===== config.mk =====
export PLATFORM = sky130hd
export DESIGN_NAME = rssk_exec
export DESIGN_NICKNAME = d
export VERILOG_FILES = /design/src/inc/rssk_pkg.sv /design/src/core/rssk_sub8.sv /design/src/core/rssk_exec.sv
export SDC_FILE = /design/constraint.sdc
export NUM_CORES = 1
export LEC_CHECK = 0
export ABC_AREA = 1
export BUFFER_PORTS_ARGS = -buffer_cell sky130_fd_sc_hd__buf_2
export CAP_MARGIN = 25
export CORE_MARGIN = 4
export CORE_UTILIZATION = 50
export CTS_BUF_LIST = sky130_fd_sc_hd__clkbuf_16
export DETAILED_ROUTE_END_ITERATION = 10
export GPL_ROUTABILITY_DRIVEN = 0
export MAX_ROUTING_LAYER = met4
export PLACE_DENSITY = 0.76
export RECOVER_POWER = 25
export SKIP_CTS_REPAIR_TIMING = 1
export SYNTH_ARGS = -nofsm -noshare
export SYNTH_HDL_FRONTEND = slang
export SYNTH_SLANG_ARGS = --single-unit

===== constraint.sdc =====
create_clock -name i_clk_sys -period 2.1 [get_ports i_clk_sys]
set_input_delay 0.42 -clock i_clk_sys [delete_from_list [all_inputs] [get_ports i_clk_sys]]
set_output_delay 0.42 -clock i_clk_sys [all_outputs]
set_load 0.01 [all_outputs]

===== src/inc/rssk_pkg.sv =====
`default_nettype none
package rssk_pkg;
    localparam int unsigned DATA_W     = 8;
    localparam int unsigned NIB_W      = 4;
    localparam int unsigned MSB_POS    = 7;
    localparam int unsigned LSB_POS    = 0;
    localparam logic [7:0]  ACC_RST    = 8'h00;
    localparam logic        FLAG_RST   = 1'b0;
    localparam logic [7:0]  DEC_STEP   = 8'h01;
    localparam logic [7:0]  ZERO_BYTE  = 8'h00;
    // a skipped decrement takes this many instruction cycles in all
    localparam int unsigned SKIP_CYCLES = 3;

    // operation codes on i_op
    typedef enum logic [1:0] {
        rssk_rotate_right_carry_to_acc = 2'h0,
        rssk_subtract_borrow_to_acc    = 2'h1,
        rssk_subtract_borrow_to_mem    = 2'h2,
        rssk_decrement_skip_zero       = 2'h3
    } rssk_op_e;

    // gray coded along idle -> dummy -> fetch; the step from fetch back to idle flips both bits
    typedef enum logic [1:0] {
        RSSK_IDLE  = 2'h0,
        RSSK_DUMMY = 2'h1,
        RSSK_FETCH = 2'h3
    } rssk_state_e;

    typedef struct packed {
        rssk_state_e      state;
        logic [7:0]       accumulator;
        logic             carry;
        logic             overflow_flag;
        logic             zero;
        logic             aux_carry_flag;
        logic             signed_compare_flag;
        logic             chained_zero_flag;
        logic             mem_wr;
        logic [7:0]       mem_wdata;
        logic             skip;
        logic             ready;
        logic             done;
    } rssk_regs_s;
endpackage : rssk_pkg
`default_nettype wire


===== src/core/rssk_sub8.sv =====
`default_nettype none
module rssk_sub8
    import rssk_pkg::*;
#(
    parameter int unsigned W = DATA_W
) (
    input  wire logic [W-1:0] i_minuend,
    input  wire logic [W-1:0] i_subtrahend,
    input  wire logic         i_carry,
    output logic      [W-1:0] o_diff,
    output logic              o_carry,
    output logic              o_aux_carry,
    output logic              o_overflow
);
    logic [W:0]       wide;
    logic [NIB_W:0]   low;
    logic             borrow_in;

    // minuend minus subtrahend minus inverted carry; carry set means no borrow
    always_comb begin
        borrow_in   = ~i_carry;
        wide        = {1'b0, i_minuend} - {1'b0, i_subtrahend} - {{W{1'b0}}, borrow_in};
        low         = {1'b0, i_minuend[NIB_W-1:0]} - {1'b0, i_subtrahend[NIB_W-1:0]}
                      - {{NIB_W{1'b0}}, borrow_in};
        o_diff      = wide[W-1:0];
        o_carry     = ~wide[W];
        o_aux_carry = ~low[NIB_W];
        o_overflow  = (i_minuend[W-1] != i_subtrahend[W-1]) && (wide[W-1] != i_minuend[W-1]);
    end
endmodule : rssk_sub8
`default_nettype wire


===== src/core/rssk_exec.sv =====
// Operation
// RL1 - Rotate-right-through-carry shifts the memory byte right one bit into the accumulator, old carry into bit 7, memory bit 0 into carry.
// RL2 - The rotate leaves the memory byte untouched and changes only the carry besides the accumulator.
// RL3 - Subtract-with-borrow puts accumulator minus memory minus inverted carry into the accumulator, carry 0 on negative else 1, and updates overflow, zero, aux carry and both compare flags.
// RL4 - The memory form of subtract-with-borrow computes the same result and flags but writes the memory byte instead.
// RL5 - Decrement-and-skip lowers the memory byte by one and skips the next instruction when the result is zero.
// RL6 - A skip inserts a dummy cycle while the next instruction is fetched, three instruction cycles in all.
// RL7 - A nonzero decrement result lets execution carry on with the next instruction.
// RL8 - Decrement-and-skip writes the decremented byte back to the same memory byte and touches no flag.
`default_nettype none
module rssk_exec
    import rssk_pkg::*;
(
    input  wire logic        i_clk_sys,
    input  wire logic        i_rst_b,
    input  wire logic        i_op_valid,
    input  wire logic [1:0]  i_op,
    input  wire logic [7:0]  i_mem_data,
    input  wire logic        i_acc_wr,
    input  wire logic [7:0]  i_acc_wdata,
    input  wire logic        i_carry_wr,
    input  wire logic        i_carry_wdata,
    output logic             o_ready,
    output logic             o_done,
    output logic [7:0]       o_accumulator,
    output logic             o_carry,
    output logic             o_overflow_flag,
    output logic             o_zero,
    output logic             o_aux_carry_flag,
    output logic             o_signed_compare_flag,
    output logic             o_chained_zero_flag,
    output logic             o_mem_wr,
    output logic [7:0]       o_mem_wdata,
    output logic             o_skip
);
    // whole state and its next value
    rssk_regs_s  r;
    rssk_regs_s  next_r;

    // op decode
    rssk_op_e    op;
    logic        take;
    logic        is_rot;
    logic        is_sub_acc;
    logic        is_sub_mem;
    logic        is_dec;

    // rotate path
    logic [7:0]  rot_val;
    logic        rot_carry;

    // subtract path
    logic [7:0]  sub_diff;
    logic        sub_carry;
    logic        sub_aux;
    logic        sub_ovf;
    logic        sub_zero;
    logic        sub_sign_cmp;
    logic        sub_chain_zero;

    // decrement path
    logic [7:0]  dec_val;
    logic        dec_zero;

    // an op is taken only while the unit sits idle and ready
    // a request while a skip runs is dropped, not queued; the caller waits for ready
    assign op   = rssk_op_e'(i_op);
    assign take = i_op_valid && r.ready;

    // decode of the taken op, at most one of these is high
    assign is_rot     = take && (op == rssk_rotate_right_carry_to_acc);
    assign is_sub_acc = take && (op == rssk_subtract_borrow_to_acc);
    assign is_sub_mem = take && (op == rssk_subtract_borrow_to_mem);
    assign is_dec     = take && (op == rssk_decrement_skip_zero);

    // rotate right through carry, old carry in at the top, bit 0 out
    assign rot_val   = {r.carry, i_mem_data[MSB_POS:1]}; // RL1
    assign rot_carry = i_mem_data[LSB_POS];              // RL1

    // decrement and its skip test, both from the byte as read
    assign dec_val  = i_mem_data - DEC_STEP;  // RL5
    assign dec_zero = (dec_val == ZERO_BYTE); // RL5

    // shared subtractor for both subtract forms
    // it reads the registered carry, so a carry load in the same cycle is not seen
    rssk_sub8 #(
        .W (DATA_W)
    ) u_sub (
        .i_minuend    (r.accumulator),
        .i_subtrahend (i_mem_data),
        .i_carry      (r.carry),
        .o_diff       (sub_diff),
        .o_carry      (sub_carry),
        .o_aux_carry  (sub_aux),
        .o_overflow   (sub_ovf)
    );

    // flags derived from the difference
    assign sub_zero       = (sub_diff == ZERO_BYTE);         // RL3
    // set while the signed accumulator is not below subtrahend plus borrow
    assign sub_sign_cmp   = ~(sub_ovf ^ sub_diff[MSB_POS]); // RL3
    // chained zero stays set only while every byte of the chain came out zero
    assign sub_chain_zero = sub_zero && r.chained_zero_flag; // RL3

    // next state of the whole execution unit
    always_comb begin
        next_r        = r;
        // write strobe and done are single-cycle pulses
        next_r.mem_wr = 1'b0;
        next_r.done   = 1'b0;
        unique case (r.state)
            RSSK_IDLE: begin
                // seeding loads, only between ops; an op in the same cycle wins for what it writes
                if (i_acc_wr) begin
                    next_r.accumulator = i_acc_wdata;
                end
                // a carry load opens a fresh multi-byte chain
                if (i_carry_wr) begin
                    next_r.carry             = i_carry_wdata;
                    next_r.chained_zero_flag = 1'b1;
                end
                // rotate: accumulator and carry only
                if (is_rot) begin
                    next_r.accumulator = rot_val;   // RL1
                    next_r.carry       = rot_carry; // RL1
                    next_r.done        = 1'b1;
                    // no memory write and no other flag here // RL2
                end
                // subtract with borrow: result to accumulator or memory, all six flags
                if (is_sub_acc || is_sub_mem) begin
                    if (is_sub_acc) begin
                        next_r.accumulator = sub_diff; // RL3
                    end else begin
                        next_r.mem_wr    = 1'b1;       // RL4
                        next_r.mem_wdata = sub_diff;   // RL4
                    end
                    next_r.carry               = sub_carry;      // RL3
                    next_r.overflow_flag       = sub_ovf;        // RL3
                    next_r.zero                = sub_zero;       // RL3
                    next_r.aux_carry_flag      = sub_aux;        // RL3
                    next_r.signed_compare_flag = sub_sign_cmp;   // RL3
                    next_r.chained_zero_flag   = sub_chain_zero; // RL3
                    next_r.done                = 1'b1;
                end
                // decrement: write back the lowered byte, flags left alone
                if (is_dec) begin
                    next_r.mem_wr    = 1'b1;    // RL8
                    next_r.mem_wdata = dec_val; // RL5
                    if (dec_zero) begin
                        // suppress the next instruction, done comes after the dummy and fetch cycles
                        next_r.state = RSSK_DUMMY; // RL5
                        next_r.skip  = 1'b1;       // RL6
                        next_r.ready = 1'b0;       // RL6
                    end else begin
                        // nonzero: finish now and accept the next op
                        next_r.done = 1'b1; // RL7
                    end
                end
            end
            RSSK_DUMMY: begin
                // dummy cycle while the skipped instruction is fetched
                next_r.state = RSSK_FETCH; // RL6
            end
            RSSK_FETCH: begin
                // third cycle of the skip: release the unit and report done
                next_r.state = RSSK_IDLE; // RL6
                next_r.skip  = 1'b0;
                next_r.ready = 1'b1;
                next_r.done  = 1'b1;
            end
            default: begin
                // unused state code: recover to idle without a done pulse
                next_r.state = RSSK_IDLE;
                next_r.skip  = 1'b0;
                next_r.ready = 1'b1;
            end
        endcase
    end

    // single register of the whole state
    always_ff @(posedge i_clk_sys or negedge i_rst_b) begin
        if (!i_rst_b) begin
            // idle, nothing in progress
            r.state               <= RSSK_IDLE;
            // accumulator and every status flag clear
            r.accumulator         <= ACC_RST;
            r.carry               <= FLAG_RST;
            r.overflow_flag       <= FLAG_RST;
            r.zero                <= FLAG_RST;
            r.aux_carry_flag      <= FLAG_RST;
            r.signed_compare_flag <= FLAG_RST;
            r.chained_zero_flag   <= FLAG_RST;
            // no memory write pending
            r.mem_wr              <= 1'b0;
            r.mem_wdata           <= ZERO_BYTE;
            // no skip, ready for the first op
            r.skip                <= 1'b0;
            r.ready               <= 1'b1;
            r.done                <= 1'b0;
        end else begin
            // everything else comes from the next-state copy
            r <= next_r;
        end
    end

    // outputs straight from the state register
    assign o_ready               = r.ready;
    assign o_done                = r.done;

    // accumulator and status flags
    assign o_accumulator         = r.accumulator;
    assign o_carry               = r.carry;
    assign o_overflow_flag       = r.overflow_flag;
    assign o_zero                = r.zero;
    assign o_aux_carry_flag      = r.aux_carry_flag;
    assign o_signed_compare_flag = r.signed_compare_flag;
    assign o_chained_zero_flag   = r.chained_zero_flag;

    // memory write port and skip marker
    assign o_mem_wr              = r.mem_wr;
    assign o_mem_wdata           = r.mem_wdata;
    assign o_skip                = r.skip;
endmodule : rssk_exec
`default_nettype wire


Word level (Yosys, flattened, before mapping)
Cells that the tools add are included.
Cells by class
  bitwise gates (word level): 6
  muxes and demuxes: 18
  reductions and logical operators: 21
  add/subtract/negate cells: 5
  equal/unequal tests: 10
Operators by type and width (count)
  $mux 9: 3
  $mux 23: 1
  $logic_not 8->1: 2
  $mux 8: 2
  $mux 12: 1
  $sub 8x8->9: 1
  $sub 9x1->9: 1
  $pmux 2 s2: 2
  $reduce_and 2->1: 4
  $sub 8x1->8 const B: 1
  $logic_and 1x1->1: 7
  $eq 2x2->1 const B: 3
  $mux 2: 3
  $reduce_and 3->1: 2
  $mux 1: 5
  $not 1->1: 5
  $sub 4x4->5: 1
  $sub 5x1->5: 1
  $eq 2x1->1 const B: 2
  $logic_not 2->1: 2
  $ne 2x2->1 const B: 2
  $reduce_bool 2->1: 2
  $reduce_bool 3->1: 1
  $ne 1x1->1: 2
  4 further kinds: 4
Storage, ports and cells
  output and inout port bits: 26
  input port bits: 24
  word-level logic and storage cells: 73
  flip-flop bits (word level): 28

Logic depth before layout (Yosys ltp)
  word-level depth: 9
  mapped depth: 16
  depth with buffers taken out: 16

By module
Synthesis repeated with hierarchy kept, for this count alone.
Unflattened totals
  cell total of the unflattened synthesis: 325
  area, all modules: 2402.3 sq um
Modules (own cells, without submodules)
  rssk_exec: seq. area each 701.9 sq um, area an instance 1811.7 sq um, cells an instance 232, instances 1
  rssk_sub8: seq. area each 0.0 sq um, area an instance 590.6 sq um, cells an instance 93, instances 1

Worst setup path after synthesis
Ideal clock, no wire load.
  path kind: input -> register
  from: input port i_mem_data[0]
  to: register r, in the netlist o_overflow_flag
  slack: 8 ps
  data arrival time: 1968 ps
  stages on the path: 11
  data required time: 1976 ps
  library setup time: 124 ps
  buffers on the path: 0
  path through: fa_1 > inv_1 > ha_1 > o21ai_0 > nand2_1 > nand2_1 > nand3_1 > nand2_1 > o21ai_0 > o211ai_1 > nand2_1
On the way
  word-level cells in the longest chain between the ends: 4
RTL lines
  start: declaration: line rssk_exec.sv:18  | input wire logic [7:0] i_mem_data,
  $sub 8x8->9: line rssk_sub8.sv:22  | wide = {1'b0, i_minuend} - {1'b0, i_subtrahend} - {{W{1'b0}}, borrow_in};
  $sub 9x1->9: line rssk_sub8.sv:22
  $ne 1x1->1: line rssk_sub8.sv:28  | o_overflow = (i_minuend[W-1] != i_subtrahend[W-1]) && (wide[W-1] != i_minuend[W-1]);
  $logic_and 1x1->1: line rssk_sub8.sv:28
  end signal: assignment: line rssk_exec.sv:202  | r <= next_r;
  end: declaration: line rssk_exec.sv:37  | rssk_regs_s r;
Every way passes these cells.
A chain may end at the register's enable or synchronous reset.

Worst setup path in the final report
  from: register r, in the netlist o_accumulator[0]
  to: register r, in the netlist o_overflow_flag
On the way
  word-level cells in the longest chain between the ends: 4
RTL lines (line)
  $sub 8x8->9: rssk_sub8.sv:22
  $sub 9x1->9: rssk_sub8.sv:22
  $ne 1x1->1: rssk_sub8.sv:28
  $logic_and 1x1->1: rssk_sub8.sv:28
Every way passes these cells.

==> results.sh <==
export IMPL_grt_pass1_wl_mm=10.47
export IMPL_post_place_cells=467
export IMPL_worst_ep_required_time_ns=2.25
export IMPL_design_die_area_um2=6083
export IMPL_synth_cells=349
export IMPL_worst_skew_pair_late_latency_ns=0.27
export IMPL_vias_in_the_first_global_route=2324
export IMPL_grt_start_max_net_pins=29
export IMPL_mappedNetlistArea_um2=2450
export IMPL_cts_clk_slew_worst_paths_ns=0.07
export IMPL_nNetsFinal=452
export IMPL_skew_ns=0.002429
export IMPL_rsz0062_at_grt="true"
export IMPL_die_height_um=78.00
export IMPL_yosys_register_bits=28
export IMPL_globalRouteOverflowTotal=0
export IMPL_vias=2548
export IMPL_min_delay_src="i_carry_wr"
export IMPL_ff2ff_path_depth=12
export IMPL_max_vdd_ir_drop_mv=0.9381
export IMPL_clk_root_buffer_cell="sky130_fd_sc_hd__clkbuf_16"
export IMPL_tritoncts_clock_tree="yes"
export IMPL_failing_checks="capacitance limit, slew limit, setup timing"
export IMPL_final_cells=473
export IMPL_report_final_slew_viol_count=29
export IMPL_synth_net_count=394
export IMPL_crit_type="register to register"
export IMPL_antenna_left=0
export IMPL_route_detailed_drc=0
export IMPL_max_freq_mhz=463.5
export IMPL_synth_avg_cell_area_um2=7.020
export IMPL_timing_critical_path_to_type="register"
export IMPL_finalWorstSetupSlack_ns=-0.05753
export IMPL_core_region_area_um2=4723
export IMPL_most_common_cell_on_crit_path="sky130_fd_sc_hd__nand2_2"
export IMPL_cp_start_kind="register"
export IMPL_cp_cell_sequence="inv_2 -> fa_2 -> inv_2 -> ha_4 -> o21ai_4 -> nand2_2 -> nand2_2 -> nand2_1 -> nand2_2 -> nand2_4 -> o211ai_1 -> nand2_1"
export IMPL_place_detailed_hpwl_mm=5.006
export IMPL_timing_max_slew_rel_slack_pct=-3.430
export IMPL_avgRoutedWirePerCell_um=14.09
export IMPL_synth_yosys_seq_area_share_pct=28.65
export IMPL_antenna_violations_before_repair=0
export IMPL_drt_pass1_iterations=6
export IMPL_groute_usage_overall_pct=22.09
export IMPL_ys_warn_count=0
export IMPL_diodes=0
export IMPL_cts_buffers=3
export IMPL_numPortBuffers=49
export IMPL_layout_worst_path_cycle_share_pct=102.7
export IMPL_finalHoldViolations=0
export IMPL_floorplan_io_pins=50
export IMPL_worst_hold_path_type="primary input to register"
export IMPL_critical_path_slowest_cell="sky130_fd_sc_hd__fa_2"
export IMPL_crit_path_start="o_accumulator[0]$_DFFE_PN0P_"
export IMPL_drc_violation_total_after_the_first_tritonroute_iteration=172
export IMPL_number_of_cells_traversed_by_the_worst_hold_path=3
export IMPL_rows=25
export IMPL_tightestPinTransition_ns=1.551
export IMPL_clkSinkCount=28
export IMPL_floorplan_die_width_um=78.00
export IMPL_count_of_final_setup_violators=4
export IMPL_critPathArrivalTime_ns=2.31
export IMPL_finalWorstPathRequiredPeriod_ns=2.158
export IMPL_areaGrowthSynthToFinish_pct=24.26
export IMPL_status="complete, but fails checks"
export IMPL_initial_core_util_pct=51.87
export IMPL_max_clock_path_buffers=2
export IMPL_netlist_cell_type_count=39
export IMPL_critPathMaxFanout=5
export IMPL_leakagePower_uw=0.001615
export IMPL_post_layout_total_power_uw=4935
export IMPL_viasPerCell=5.387
export IMPL_cts_htree_levels=1
export IMPL_power_density_nw_per_um2=1621
export IMPL_timing_max_cap_violations=1
export IMPL_final_layout_size_suffix_gt1_share_pct=33.25
export IMPL_routed_wl_mm=6.664
export IMPL_max_stage_delay_ns=0.56
export IMPL_crit_reg2reg_launch="o_accumulator[0]$_DFFE_PN0P_"
layout make-up:
| type | instances | area [um^2] |
|---|---|---|
| Fill cell | 409 | 1679 |
| Multi-Input combinational cell | 241 | 1501 |
| Sequential cell | 28 | 701.9 |
| Timing Repair Buffer | 73 | 424.2 |
| Inverter | 60 | 227.7 |
| Tap cell | 67 | 83.83 |
| Clock buffer | 3 | 75.07 |
| Clock inverter | 1 | 30.03 |
where the power goes:
part	leakage, uW	switching [uW]	internal, uW	total, uW
clock	0.0000511	197	380	577
combinational	0.00122	2030	1390	3420
sequential	0.000343	152	790	943
total	0.00162	2380	2560	4940
flip-flops by register name (all words and copies together) (netlist names):
name	count
o_zero	1
o_mem_wdata	8
o_accumulator	8
o_aux_carry_flag	1
o_mem_wr	1
o_ready	1
o_carry	1
o_chained_zero_flag	1
o_signed_compare_flag	1
r	2
o_overflow_flag	1
o_skip	1
o_done	1
metrics by stage:
step                      setup TNS (ns)  setup slack [ns]  hold WS [ns]  utilization [%]  instance area, um^2
final                           -0.09286          -0.05753        0.3924            64.45                 3044
after global routing             -0.8136           -0.1630        0.4134            64.45                 3044
after CTS                         -1.698           -0.2829        0.1926            61.46                 2903
after detailed placement          -2.527           -0.3396        0.4601            59.23                 2798
after global placement            -1.636           -0.2353        0.4587            59.23                 2798
after floorplan                        0          0.007688        0.1244                -                 2450
layout by cell type, fill, tap and decap left out, types with 3 or more instances in the layout:
cell type	count
sky130_fd_sc_hd__nor2_2	5
sky130_fd_sc_hd__clkbuf_16	3
sky130_fd_sc_hd__nor2_1	21
sky130_fd_sc_hd__dfrtp_1	27
sky130_fd_sc_hd__o21ai_1	10
sky130_fd_sc_hd__nand2_4	5
sky130_fd_sc_hd__nand4_1	6
sky130_fd_sc_hd__inv_1	48
sky130_fd_sc_hd__buf_2	48
sky130_fd_sc_hd__a21oi_2	4
sky130_fd_sc_hd__o22ai_1	3
sky130_fd_sc_hd__o21ai_0	18
sky130_fd_sc_hd__inv_2	11
sky130_fd_sc_hd__nand3_1	15
sky130_fd_sc_hd__buf_4	24
sky130_fd_sc_hd__a21oi_1	19
sky130_fd_sc_hd__nand2_1	73
sky130_fd_sc_hd__nand3_2	4
sky130_fd_sc_hd__nand2_2	13
sky130_fd_sc_hd__ha_1	15
cells in the mapped netlist (all sizes together):
library cell / count / area share (%)
o21ai: 31 / 6.3
ha: 19 / 9.7
nand4: 6 / 1.5
buf: 18 / 5.7
dfstp: 1 / 1.1
a21boi: 1 / 0.31
o22a: 1 / 0.36
a221oi: 1 / 0.36
clkbuf: 2 / 0.31
o22ai: 3 / 0.77
a21oi: 23 / 4.9
xor2: 1 / 0.36
fa: 2 / 1.6
nand3b: 1 / 0.31
nand2: 91 / 15
a211oi: 2 / 0.61
nor3: 3 / 1.3
and2: 1 / 0.26
a22oi: 2 / 0.61
o21a: 1 / 0.31
xnor2: 1 / 0.36
nor2: 28 / 5.2
a31oi: 1 / 0.26
nand3: 20 / 4.6
o211ai: 2 / 0.61
dfrtp: 27 / 28
inv: 60 / 9.3
per-layer routing:
metal / part of all wire (%) / track usage, %
met3: 8.4 / 4.988
met1: 44 / 29.21
met2: 45 / 33.65
met4: 3.2 / 7.168
met5: 0 / -
critical path, delay by kind of cell (launching register included):
| family | cells | cell delay, ns |
|---|---|---|
| adders and majority gates | 2 | 0.71 |
| AOI/OAI and AO/OA | 2 | 0.36 |
| DFF | 1 | 0.37 |
| buffers and inverters | 2 | 0.11 |
| and+or+nand+nor | 6 | 0.49 |
cell families (layout without fill, tap and decap cells):
family | Yosys count | count (layout) | share of synthesized area [%]
AOI/OAI and AO/OA | 68 | 68 | 15.37
xor gates and xnor gates | 2 | 2 | 0.7151
adders and majority gates | 21 | 21 | 11.34
buffers and inverters | 80 | 137 | 15.27
DFF | 28 | 28 | 28.65
and+or+nand+nor | 150 | 150 | 28.65
final timing paths:
kind / endpoint / slack (ns)
worst min register to register: o_mem_wdata[0]$_DFFE_PN0P_ / 0.48
worst max-delay path: o_overflow_flag$_DFFE_PN0P_ / -0.06
min in group asynchronous: o_accumulator[5]$_DFFE_PN0P_ / 0.52
max in group asynchronous: r[27]$_DFFE_PN0P_ / 0.68
worst min-delay path: o_chained_zero_flag$_DFFE_PN0P_ / 0.39
worst max register to register: o_overflow_flag$_DFFE_PN0P_ / -0.06
(Power assumes the default switching activity.)
